--- src/inc/prm_map.svh ---
/*
 Register offsets, field positions, reset values and widths of the pin routing unit.
 Assumes an 8-bit register port with 16-bit byte addresses.
*/
`ifndef PRM_MAP_SVH
`define PRM_MAP_SVH

`define PRM_ADDR_W      16
`define PRM_DATA_W      8

`define PRM_ADDR_DATA_A 16'h0220
`define PRM_ADDR_DATA_B 16'h0221
`define PRM_ADDR_IN_A   16'h0222
`define PRM_ADDR_IN_B   16'h0223
`define PRM_ADDR_DIR_A  16'h0224
`define PRM_ADDR_DIR_B  16'h0225
`define PRM_ADDR_RED_C  16'h025a
`define PRM_ADDR_RED_D  16'h025b
`define PRM_ADDR_IN_C   16'h0230
`define PRM_ADDR_IN_D   16'h0231
`define PRM_ADDR_OWN_A  16'h0232

`define PRM_RST_DATA    8'h00
`define PRM_RST_DIR     8'h00
`define PRM_RST_RED     8'h00

`define PRM_PA_TRACE_DATA 7
`define PRM_PA_TRACE_CLK  6
`define PRM_PA_CAN_TX     5
`define PRM_PA_CAN_RX     4
`define PRM_PC_LINK_CLK   0
`define PRM_PC_LINK_INT   1

`define PRM_PB_W        2
`define PRM_PC_W        2
`define PRM_SPI_W       4
`define PRM_DL_W        8
`define PRM_DL_NARROW   4

`endif

--- src/inc/prm_pkg.sv ---
/*
 Types of the pin routing unit.
 Assumes prm_map.svh is on the include path.
*/
`include "prm_map.svh"

package prm_pkg;

	typedef logic [`PRM_DATA_W-1:0] prm_byte_type;
	typedef logic [`PRM_ADDR_W-1:0] prm_addr_type;

	typedef struct packed {
		prm_byte_type data_a;
		logic [`PRM_PB_W-1:0] data_b;
		prm_byte_type dir_a;
		logic [`PRM_PB_W-1:0] dir_b;
		logic red_c;
		prm_byte_type red_d;
		prm_byte_type in_a;
		logic [`PRM_PB_W-1:0] in_b;
		logic [`PRM_PC_W-1:0] in_c;
		prm_byte_type in_d;
		logic mode;
		prm_byte_type rdata;
	} prm_state_type;

endpackage

--- src/core/prm_link_pads.sv ---
/*
 Pad steering for the die link: port C clock and interrupt, port D data.
 Assumes the link controller and reduced-drive bits come from the routing unit.
*/
`timescale 1ns/1ps
`include "prm_map.svh"

module prm_link_pads (
	input  wire logic                  link_wide,
	input  wire logic                  link_clk,
	input  wire logic [`PRM_DL_W-1:0]  link_data_out,
	input  wire logic                  link_drive,
	input  wire logic                  red_c,
	input  wire logic [`PRM_DL_W-1:0]  red_d,
	input  wire logic [`PRM_PC_W-1:0]  pc_in,
	input  wire logic [`PRM_DL_W-1:0]  pd_in,
	output logic      [`PRM_PC_W-1:0]  pc_out,
	output logic      [`PRM_PC_W-1:0]  pc_oe_n,
	output logic      [`PRM_PC_W-1:0]  pc_pulldown,
	output logic      [`PRM_PC_W-1:0]  pc_reduced,
	output logic      [`PRM_DL_W-1:0]  pd_out,
	output logic      [`PRM_DL_W-1:0]  pd_oe_n,
	output logic      [`PRM_DL_W-1:0]  pd_pulldown,
	output logic      [`PRM_DL_W-1:0]  pd_reduced,
	output logic      [`PRM_DL_W-1:0]  link_data_in,
	output logic                       link_int_in
);

	logic [`PRM_DL_W-1:0] used;

	always_comb begin
		used = '1;
		if (!link_wide) begin
			used = {{(`PRM_DL_W-`PRM_DL_NARROW){1'b0}}, {`PRM_DL_NARROW{1'b1}}};
		end
		pc_out = '0;
		pc_out[`PRM_PC_LINK_CLK] = link_clk;
		pc_oe_n = '1;
		pc_oe_n[`PRM_PC_LINK_CLK] = 1'b0;
		pc_pulldown = '0;
		pc_pulldown[`PRM_PC_LINK_INT] = 1'b1;
		pc_reduced = '0;
		pc_reduced[`PRM_PC_LINK_CLK] = red_c;
		link_int_in = pc_in[`PRM_PC_LINK_INT];
		pd_out = link_data_out & used;
		pd_oe_n = ~(used & {`PRM_DL_W{link_drive}});
		// Idle upper lines stay pulled down so they never float
		pd_pulldown = pd_oe_n;
		pd_reduced = red_d;
		link_data_in = pd_in & used;
	end

endmodule

--- src/core/prm_port_mux.sv ---
/*
 Pin routing unit: priority and multiplexing of ports A to D, GPIO registers,
 input sampling, die-link pad options and debug-pin mode capture.
 Assumes pins and peripheral signals are synchronous to ref_clk.
*/
`timescale 1ns/1ps
`include "prm_map.svh"

// Operation
// - Shared pin goes to its highest-priority enabled function.
// - Ports A and B fall back to GPIO when no function claims them.
// - Peripheral outputs steered to pins, pin inputs steered to owners.
// - Port A: SPI bits 3-0, CAN rx/tx 4/5, trace 6/7, event on 7.
// - Port B pins serve the oscillator ahead of GPIO.
// - Port C bit 0 drives the die-link clock out.
// - Port C bit 1 is the die-link interrupt input from the companion.
// - Port D pin n carries die-link data bit n, bidirectional.
// - Die-link data is 8 or 4 bits wide; narrow uses low lines.
// - Die-link input pins enable pull-downs while acting as inputs.
// - Link clock and port D pins have per-pin reduced-drive bits.
// - Data registers for ports A and B drive GPIO outputs.
// - Direction registers for ports A and B select GPIO in or out.
// - Read-only input registers for all four ports return pin levels.
// - Debug pin is mode select during reset, debug link afterwards.
// - Input registers follow the pin whoever owns it.
module prm_port_mux
	import prm_pkg::*;
(
	input  wire logic                   ref_clk,
	input  wire logic                   reset,
	input  wire prm_pkg::prm_addr_type  addr,
	input  wire prm_pkg::prm_byte_type  wdata,
	input  wire logic                   wr_strobe,
	input  wire logic                   rd_strobe,
	output prm_pkg::prm_byte_type       rdata,
	input  wire logic                   spi_enable,
	input  wire logic [`PRM_SPI_W-1:0]  spi_out,
	input  wire logic [`PRM_SPI_W-1:0]  spi_drive,
	output logic      [`PRM_SPI_W-1:0]  spi_in,
	input  wire logic                   can_tx_enable,
	input  wire logic                   can_transmit_line,
	input  wire logic                   can_rx_enable,
	output logic                        can_receive_line,
	input  wire logic                   trace_enable,
	input  wire logic                   trace_data_out,
	input  wire logic                   trace_clock_out,
	input  wire logic                   event_enable,
	output logic                        debug_event_in,
	input  wire logic                   osc_enable,
	input  wire logic                   debug_out,
	input  wire logic                   debug_drive,
	output logic                        debug_in,
	output logic                        mode_select_input,
	input  wire logic                   link_wide,
	input  wire logic                   link_clk,
	input  wire logic [`PRM_DL_W-1:0]   link_data_out,
	input  wire logic                   link_drive,
	output logic      [`PRM_DL_W-1:0]   link_data_in,
	output logic                        die_link_interrupt_in,
	input  wire logic [`PRM_DATA_W-1:0] pa_in,
	output logic      [`PRM_DATA_W-1:0] pa_out,
	output logic      [`PRM_DATA_W-1:0] pa_oe_n,
	input  wire logic [`PRM_PB_W-1:0]   pb_in,
	output logic      [`PRM_PB_W-1:0]   pb_out,
	output logic      [`PRM_PB_W-1:0]   pb_oe_n,
	output logic                        pb_osc_owned,
	input  wire logic [`PRM_PC_W-1:0]   pc_in,
	output logic      [`PRM_PC_W-1:0]   pc_out,
	output logic      [`PRM_PC_W-1:0]   pc_oe_n,
	output logic      [`PRM_PC_W-1:0]   pc_pulldown,
	output logic      [`PRM_PC_W-1:0]   pc_reduced,
	input  wire logic [`PRM_DL_W-1:0]   pd_in,
	output logic      [`PRM_DL_W-1:0]   pd_out,
	output logic      [`PRM_DL_W-1:0]   pd_oe_n,
	output logic      [`PRM_DL_W-1:0]   pd_pulldown,
	output logic      [`PRM_DL_W-1:0]   pd_reduced,
	input  wire logic                   debug_pin_in,
	output logic                        debug_pin_out,
	output logic                        debug_pin_oe_n
);

	import prm_pkg::*;

	prm_state_type state;
	prm_state_type next_state;

	logic [`PRM_DATA_W-1:0] fn_own;
	logic [`PRM_DATA_W-1:0] fn_drive;
	logic [`PRM_DATA_W-1:0] fn_val;

	// Data register reads back the pin when the bit is an input
	function automatic prm_byte_type gpio_view(
		input prm_byte_type data,
		input prm_byte_type dir,
		input prm_byte_type pins
	);
		gpio_view = (dir & data) | (~dir & pins);
	endfunction

	function automatic prm_byte_type read_mux(
		input prm_state_type s,
		input prm_addr_type  a,
		input prm_byte_type  own
	);
		prm_byte_type b_data;
		prm_byte_type b_dir;
		prm_byte_type b_in;
		b_data = {{(`PRM_DATA_W-`PRM_PB_W){1'b0}}, s.data_b};
		b_dir  = {{(`PRM_DATA_W-`PRM_PB_W){1'b0}}, s.dir_b};
		b_in   = {{(`PRM_DATA_W-`PRM_PB_W){1'b0}}, s.in_b};
		unique case (a)
			`PRM_ADDR_DATA_A: read_mux = gpio_view(s.data_a, s.dir_a, s.in_a);
			`PRM_ADDR_DATA_B: read_mux = gpio_view(b_data, b_dir, b_in);
			`PRM_ADDR_IN_A:   read_mux = s.in_a;
			`PRM_ADDR_IN_B:   read_mux = b_in;
			`PRM_ADDR_IN_C:   read_mux = {{(`PRM_DATA_W-`PRM_PC_W){1'b0}}, s.in_c};
			`PRM_ADDR_IN_D:   read_mux = s.in_d;
			`PRM_ADDR_DIR_A:  read_mux = s.dir_a;
			`PRM_ADDR_DIR_B:  read_mux = b_dir;
			`PRM_ADDR_RED_C:  read_mux = {{(`PRM_DATA_W-1){1'b0}}, s.red_c};
			`PRM_ADDR_RED_D:  read_mux = s.red_d;
			`PRM_ADDR_OWN_A:  read_mux = own;
			// Unmapped and reserved locations read as zero
			default:          read_mux = 8'h00;
		endcase
	endfunction

	// Port A claims, highest priority first per pin
	always_comb begin
		fn_own   = {trace_enable | event_enable, trace_enable, can_tx_enable,
			can_rx_enable, {`PRM_SPI_W{spi_enable}}};
		fn_drive = {trace_enable, trace_enable, can_tx_enable, 1'b0,
			spi_drive & {`PRM_SPI_W{spi_enable}}};
		fn_val   = {trace_data_out, trace_clock_out, can_transmit_line, 1'b0,
			spi_out};
	end

	// Pin steering stays combinational so a new owner acts at once
	always_comb begin
		pa_out  = (fn_own & fn_val) | (~fn_own & state.data_a);
		pa_oe_n = (fn_own & ~fn_drive) | (~fn_own & ~state.dir_a);
		pb_osc_owned = osc_enable;
		pb_out  = osc_enable ? '0 : state.data_b;
		pb_oe_n = osc_enable ? '1 : ~state.dir_b;
	end

	// Pin levels back to the owning peripheral only
	always_comb begin
		spi_in = spi_enable ? pa_in[`PRM_SPI_W-1:0] : '0;
		can_receive_line = can_rx_enable ? pa_in[`PRM_PA_CAN_RX] : 1'b1;
		debug_event_in = (event_enable & ~trace_enable) ?
			pa_in[`PRM_PA_TRACE_DATA] : 1'b0;
	end

	// Debug pin never drives while reset holds it as a strap
	always_comb begin
		debug_pin_out  = debug_out;
		debug_pin_oe_n = reset | ~debug_drive;
		debug_in       = reset ? 1'b1 : debug_pin_in;
		mode_select_input = state.mode;
	end

	prm_link_pads u_link (
		.link_wide     (link_wide),
		.link_clk      (link_clk),
		.link_data_out (link_data_out),
		.link_drive    (link_drive),
		.red_c         (state.red_c),
		.red_d         (state.red_d),
		.pc_in         (pc_in),
		.pd_in         (pd_in),
		.pc_out        (pc_out),
		.pc_oe_n       (pc_oe_n),
		.pc_pulldown   (pc_pulldown),
		.pc_reduced    (pc_reduced),
		.pd_out        (pd_out),
		.pd_oe_n       (pd_oe_n),
		.pd_pulldown   (pd_pulldown),
		.pd_reduced    (pd_reduced),
		.link_data_in  (link_data_in),
		.link_int_in   (die_link_interrupt_in)
	);

	always_comb begin
		next_state = state;
		// Inputs sampled every cycle regardless of owner
		next_state.in_a = pa_in;
		next_state.in_b = pb_in;
		next_state.in_c = pc_in;
		next_state.in_d = pd_in;
		next_state.rdata = 8'h00;
		if (rd_strobe) begin
			next_state.rdata = read_mux(state, addr, fn_own);
		end
		if (wr_strobe) begin
			unique case (addr)
				`PRM_ADDR_DATA_A: next_state.data_a = wdata;
				`PRM_ADDR_DATA_B: next_state.data_b = wdata[`PRM_PB_W-1:0];
				`PRM_ADDR_DIR_A:  next_state.dir_a = wdata;
				`PRM_ADDR_DIR_B:  next_state.dir_b = wdata[`PRM_PB_W-1:0];
				`PRM_ADDR_RED_C:  next_state.red_c = wdata[0];
				`PRM_ADDR_RED_D:  next_state.red_d = wdata;
				// Input registers and the rest ignore writes
				default: ;
			endcase
		end
		// Strap follows the pin for as long as reset stays high
		next_state.mode = reset ? debug_pin_in : state.mode;
		if (reset) begin
			next_state.data_a = `PRM_RST_DATA;
			next_state.data_b = `PRM_PB_W'(`PRM_RST_DATA);
			next_state.dir_a  = `PRM_RST_DIR;
			next_state.dir_b  = `PRM_PB_W'(`PRM_RST_DIR);
			next_state.red_c  = 1'b0;
			next_state.red_d  = `PRM_RST_RED;
			next_state.rdata  = 8'h00;
		end
	end

	always_ff @(posedge ref_clk) begin
		state <= next_state;
	end

	assign rdata = state.rdata;

endmodule

--- config.mk ---
export PLATFORM = sky130hd
export DESIGN_NAME = prm_port_mux
export DESIGN_NICKNAME = d
export VERILOG_FILES = /design/src/inc/prm_pkg.sv /design/src/core/prm_link_pads.sv /design/src/core/prm_port_mux.sv
export VERILOG_INCLUDE_DIRS = /design/src /design/src/inc
export SDC_FILE = /design/constraint.sdc
export NUM_CORES = 1
export LEC_CHECK = 0
export BUFFER_PORTS_ARGS = -buffer_cell sky130_fd_sc_hd__buf_2
export CORE_MARGIN = 3
export CORE_UTILIZATION = 35
export CTS_CLUSTER_SIZE = 24
export DETAILED_ROUTE_END_ITERATION = 12
export GPL_TIMING_DRIVEN = 1
export SLEW_MARGIN = 10
export SYNTH_ARGS = -nofsm -noshare
export SYNTH_HDL_FRONTEND = slang
export SYNTH_SLANG_ARGS = --single-unit
--- constraint.sdc ---
create_clock -name ref_clk -period 6.35 [get_ports ref_clk]
set_clock_uncertainty 0.2 [all_clocks]
set_input_delay 1.27 -clock ref_clk [delete_from_list [all_inputs] [get_ports ref_clk]]
set_output_delay 1.27 -clock ref_clk [all_outputs]
set_load 0.02 [all_outputs]
; Word level (Yosys, flattened, before mapping)
; Index checks and enable logic that the tools add are counted.
[totals]
in_bits = 79
out_inout_bits = 88
register_bits = 58
word_cells = 66
[op_classes]
n_mux = 8
bitwise = 28
reduce_logical = 7
n_eq_ne = 11
[op_table]
columns = op, count
row1 = equality test 16 x 10 -> 1 bit (second input constant), 11
row2 = case mux 8 bit (11 select lines), 1
row3 = AND 8 bit, 9
row4 = inverter 8 bit, 4
row5 = OR 8 bit, 3
row6 = AND reduction 2 bit, 6
row7 = AND 8 x 2 -> 8 bit, 1
row8 = two-way mux 8 bit, 1
row9 = inverter 2 -> 8 bit, 1
row10 = OR 2 x 8 -> 8 bit, 1
row11 = AND 4 bit, 1
row12 = two-way mux 2 bit, 2
row13 = two-way mux 4 bit, 1
row14 = two-way mux 1 bit, 3
row15 = inverter 1 bit, 3
row16 = AND 2 bit, 1
row17 = inverter 2 bit, 1
row18 = OR 1 bit, 2
row19 = OR reduction 2 bit, 1
row20 = AND 1 bit, 1

; Depth between registers and ports, before layout
[depth]
ltp_word = 4
ltp_mapped = 7
ltp_nobuf = 5

; Modules after synthesis
; A second synthesis with hierarchy kept.
[hier_totals]
hier_cells = 362
area_unflattened_um2 = 3140.5
[by_module_without_submodules]
columns = mod, cells_per_inst, seq_area_each_um2, area_per_inst_um2, instances
row1 = prm_port_mux, 311, 1171.1, 2782.7, 1
row2 = prm_link_pads, 51, 0.0, 357.8, 1

; Least setup slack after synthesis
; No wires, ideal clock.
[synth_path]
path_type = input -> output
from = input port spi_enable
to = output port pa_oe_n[0]
path_buffers = 1
path_stages = 2
required_ns = 4.880
arrival_ns = 2.047
setup_slack_ns = 2.833
cell_sequence = buf_1 > mux2i_1
[synth_via]
elab_chain_len = 4
word_cells_on_any_way = 6
classes_between = 6 x bitwise
[synth_rtl]
columns = element, line_no
row1 = start: declaration, prm_port_mux.sv:36  ; input wire logic spi_enable,
row2 = AND 4 bit, prm_port_mux.sv:133  ; spi_drive & {`PRM_SPI_W{spi_enable}}};
row3 = inverter 8 bit, prm_port_mux.sv:141  ; pa_oe_n = (fn_own & ~fn_drive) | (~fn_own & ~state.dir_a);
row4 = AND 8 bit, prm_port_mux.sv:141
row5 = OR 8 bit *, prm_port_mux.sv:141
row6 = end: declaration, prm_port_mux.sv:62  ; output logic [`PRM_DATA_W-1:0] pa_oe_n,
; Mark *: on every way between the ends. The rest lies on a longest branch, timed or not.

; Worst setup path after layout
[layout_path]
from = input port addr[13]
to = register state[35] (netlist bit)
[layout_via]
elab_chain_len = 2
[layout_rtl]
columns = element, line_no
row1 = start: declaration, prm_port_mux.sv:31  ; input wire prm_pkg::prm_addr_type addr,
row2 = equality test 16 x 10 -> 1 bit, prm_port_mux.sv:196  ; unique case (addr)
row3 = AND reduction 2 bit (no source line), --
row4 = end signal: assignment, prm_port_mux.sv:221  ; state <= next_state;
row5 = end: declaration, prm_port_mux.sv:84  ; prm_state_type state;
; No other way between the ends.
; A chain may end at the register's enable or synchronous reset.

==> results.cfg <==
[power]
switching_power_mw = 0.2208
total_power_draw_mw = 0.9488
cellInternalPower_mw = 0.7279
max-vdd-ir-drop_v = 0.0001209
switching_share_pct = 23.27
share_of_power_burned_in_registers_pct = 39.5
power.share.clock_pct = 49.5
power_density_nw_per_um2 = 246.8
combinationalPowerShare_pct = 11.0
p_leak_nw = 1.708

[grt]
grt_pass1_vias = 2599
grt_pass1_wl_mm = 13.17
gr-total-overflow = 0
groute.usage.overall_pct = 16.59
grt_max_degree = 34
grt_antenna_before_repair = 0

[logic_synthesis]
synth_top_area_cell = sky130_fd_sc_hd__dfxtp_1
synth-warning-count = 0
synth-simple-area-share_pct = 25.32
post_synth_mux_area_share_pct = 8.267
mappedNetlistArea_um2 = 3148
synth_top_family_by_area = simple AND/OR/NAND/NOR gates
synthXorXnorAreaFrac_pct = 0
post_synth_fa_ha_maj_area_fraction_pct = 0
postSynth.asyncResetShare_pct = 0
post_synth_main_area_contributors = sky130_fd_sc_hd__dfxtp_1 36%, sky130_fd_sc_hd__buf_4 12%, sky130_fd_sc_hd__mux2i_1 5.4%
synth_edf_count = 1
synth-compound-area-share_pct = 12.60
post_synth.cell_area_avg_um2 = 8.696
netlist.area_leader.share_pct = 36.25
post_synth_num_cell_types = 50
synthCells = 362
synth_flop_cell = sky130_fd_sc_hd__dfxtp_1
synth.ff_latch_count = 58
ys_seq_area_share_pct = 37.20

[clock_tree]
clockBufferDepth = 2
cts_root_buffer = sky130_fd_sc_hd__clkbuf_8
postCtsSetupBuffers = 0
h-tree-depth = 3
insertion_delay_ns = 0.34
clkSinkCount = 58
post_cts.resized_instances = 0
cts_hold_fix_bufs = 0
tritoncts_clock_tree = done
clk_transition_reported_paths_ns = 0.07
tritoncts.num_buffers = 9

[route]
drt_iter0_drc = 177
highest_routed_metal_layer = met4
vias = 2802
met3_wirelength_um = 691
detail_route.drc_violations = 0
detail-route-antenna-nets = 0
drt_wl_total_mm = 8.781
wl_per_cell_um = 15.43
met2_wirelength_mm = 4.132
wl_met1_mm = 3.850
via_per_inst = 4.924
drt_pass1_iterations = 4

[sta]
grt_setup_unrepaired = no
final_max_slew_viol_count = 0
timing.final.setup_violations = 0
layout_setup_ws_ns = 2.680
slew_headroom_pct = 39.36
min_period_ns = 3.670
finalSetupTns_ns = 0
final.period_utilization_pct = 57.80
maxClockFrequency_ghz = 0.2725
tightestPinTransition_ns = 0.9028
report.final.hold_viol_count = 0
worst_hold_slack_ns = 0.2866

[setup_path]
reg2reg_depth = 5
setup.worst_path.start_class = input port
worst-r2r-setup-slack_ns = 4.76
regToRegEndpoint = rdata[0]$_SDFF_PP0_
timing.critical_path.slowest_stage_cell = sky130_fd_sc_hd__nor4_4
cp_max_fo = 17
worst_setup_path_end_kind = register
worst_path_largest_cell_delay_ns = 0.88
timing.critical_path.cells = buf_2 -> or4_1 -> nor4_4 -> nand2_1 -> nand2_1 -> a21oi_1
regToRegStartpoint = state[38]$_SDFFE_PP0P_
setup.worst_path.class = input port to register
cp.required_ns = 6.34
endpoint_arrival_time_on_the_critical_path_ns = 3.66
crit_path_frequent_cell = sky130_fd_sc_hd__nand2_1

[floorplan]
die_width_um = 100.8
starting_density_of_the_core_pct = 37.19
cell_row_count = 33
core_area_um2 = 8464
fp.dieArea_um2 = 10170
floorplan.io_pins = 167
vertical_die_dimension_um = 100.8

[placed_design]
placement.io_buffers = 148
placedInstanceArea_um2 = 3565
post-dp-hpwl_mm = 6.558
gpl.final_weighted_congestion = 0.9368
place_worst_setup_slack_ns = 2.334
place.detailed.instances = 553

[run_status]
outcome = finished, final reports clean

[min_path]
worstHoldPathCells = 2
worst_hold_path_type = register to register
whs_endpoint = state[36]$_SDFFE_PP0P_
worstHoldStart = state[36]$_SDFFE_PP0P_

[finish]
fin_cells = 569
finalInstanceArea_um2 = 3845
drive_above_1_share_pct = 39.87
antenna_cells = 0
area_growth_syn_to_layout_pct = 22.14
final_nets = 538
final_util_pct = 45.43

[run]
drv_cap = 0
[routing by layer]
| metal | global-route usage [%] | vias to the layer above |
|---|---|---|
| met4 | 6.425 | 0 |
| li1 | - | 1398 |
| met3 | 3.460 | 10 |
| met2 | 25.97 | 116 |
| met1 | 22.31 | 1278 |
| met5 | 0 | - |
[cells in the mapped netlist (2+ instances only)]
cell	count
sky130_fd_sc_hd__buf_2	3
sky130_fd_sc_hd__mux2_2	8
sky130_fd_sc_hd__buf_4	50
sky130_fd_sc_hd__buf_6	2
sky130_fd_sc_hd__or4_1	3
sky130_fd_sc_hd__nand4b_1	2
sky130_fd_sc_hd__and4_1	2
sky130_fd_sc_hd__dfxtp_1	57
sky130_fd_sc_hd__a32oi_1	3
sky130_fd_sc_hd__clkbuf_1	9
sky130_fd_sc_hd__or4_4	2
sky130_fd_sc_hd__nand3_1	18
sky130_fd_sc_hd__or4bb_1	2
sky130_fd_sc_hd__nand2b_1	7
sky130_fd_sc_hd__nor4_1	2
sky130_fd_sc_hd__a21o_1	6
sky130_fd_sc_hd__a22oi_1	4
sky130_fd_sc_hd__o21ai_0	11
sky130_fd_sc_hd__inv_1	12
sky130_fd_sc_hd__a41oi_2	2
sky130_fd_sc_hd__nor2b_1	3
sky130_fd_sc_hd__a41oi_1	2
sky130_fd_sc_hd__nor2_1	29
sky130_fd_sc_hd__a31oi_1	5
sky130_fd_sc_hd__mux2i_1	17
sky130_fd_sc_hd__and2_1	12
sky130_fd_sc_hd__nand2_1	34
sky130_fd_sc_hd__conb_1	2
sky130_fd_sc_hd__nor3_1	3
sky130_fd_sc_hd__or4b_1	4
sky130_fd_sc_hd__a21oi_1	25
sky130_fd_sc_hd__nor4_4	3
[cell families after synthesis]
group	Yosys count
other	2
muxes	25
AOI/OAI and AO/OA	62
DFF	58
buffers and inverters	78
and+or+nand+nor	137
[power groups by stage]
stage	registers [mW]	logic (mW)	clock network (mW)
after floorplan	0.382	0.0720	0
after global placement	0.382	0.104	0
after detailed placement	0.382	0.104	0
after CTS	0.374	0.105	0.474
after global routing	0.375	0.113	0.493
final	0.374	0.105	0.470
[layout by cell type (no fill, tap or decap), types with 3 or more instances in the layout]
master                      instances
sky130_fd_sc_hd__buf_2            148
sky130_fd_sc_hd__dfxtp_1           57
sky130_fd_sc_hd__nand2_1           34
sky130_fd_sc_hd__nor2_1            29
sky130_fd_sc_hd__a21oi_1           25
sky130_fd_sc_hd__nand3_1           18
sky130_fd_sc_hd__mux2i_1           17
sky130_fd_sc_hd__and2_1            12
sky130_fd_sc_hd__inv_1             12
sky130_fd_sc_hd__clkbuf_8          12
sky130_fd_sc_hd__o21ai_0           11
sky130_fd_sc_hd__mux2_2             8
sky130_fd_sc_hd__nand2b_1           7
sky130_fd_sc_hd__a21o_1             6
sky130_fd_sc_hd__conb_1             6
sky130_fd_sc_hd__a31oi_1            5
sky130_fd_sc_hd__or4b_1             4
sky130_fd_sc_hd__a22oi_1            4
sky130_fd_sc_hd__nor2b_1            3
sky130_fd_sc_hd__or4_1              3
sky130_fd_sc_hd__nor4_4             3
sky130_fd_sc_hd__nor3_1             3
sky130_fd_sc_hd__a32oi_1            3
sky130_fd_sc_hd__bufinv_16          3
[flip-flops by register name (all words and copies together) (netlist names)]
| register | flops |
|---|---|
| state | 49 |
| mode_select_input | 1 |
| rdata | 8 |
[worst max-delay path by stage]
stage,start,to,slack (ns)
after floorplan,spi_enable,pa_oe_n[0],2.83
after global placement,addr[13],state[33]$_SDFFE_PP0P_,2.42
after detailed placement,addr[13],state[33]$_SDFFE_PP0P_,2.33
after CTS,addr[13],state[35]$_SDFFE_PP0P_,2.65
after global routing,addr[13],state[32]$_SDFFE_PP0P_,2.53
final,addr[13],state[35]$_SDFFE_PP0P_,2.68
[layout make-up]
class	instances	area (um^2)
inverters	12	45.04
multi-input cells	230	1476
repair buffers	148	740.7
well taps	105	131.4
fillers	861	4619
clock buffers	13	190.2
clock inverters	3	90.09
flip-flops and latches	58	1171
[worst max-delay path, delay by kind of cell]
kind | cells | cell delay [ns]
AO/OA/AOI/OAI | 1 | 0.07
buffers and inverters | 1 | 0.09
AND/OR/NAND/NOR | 4 | 2.23
(Power assumes the default switching activity.)
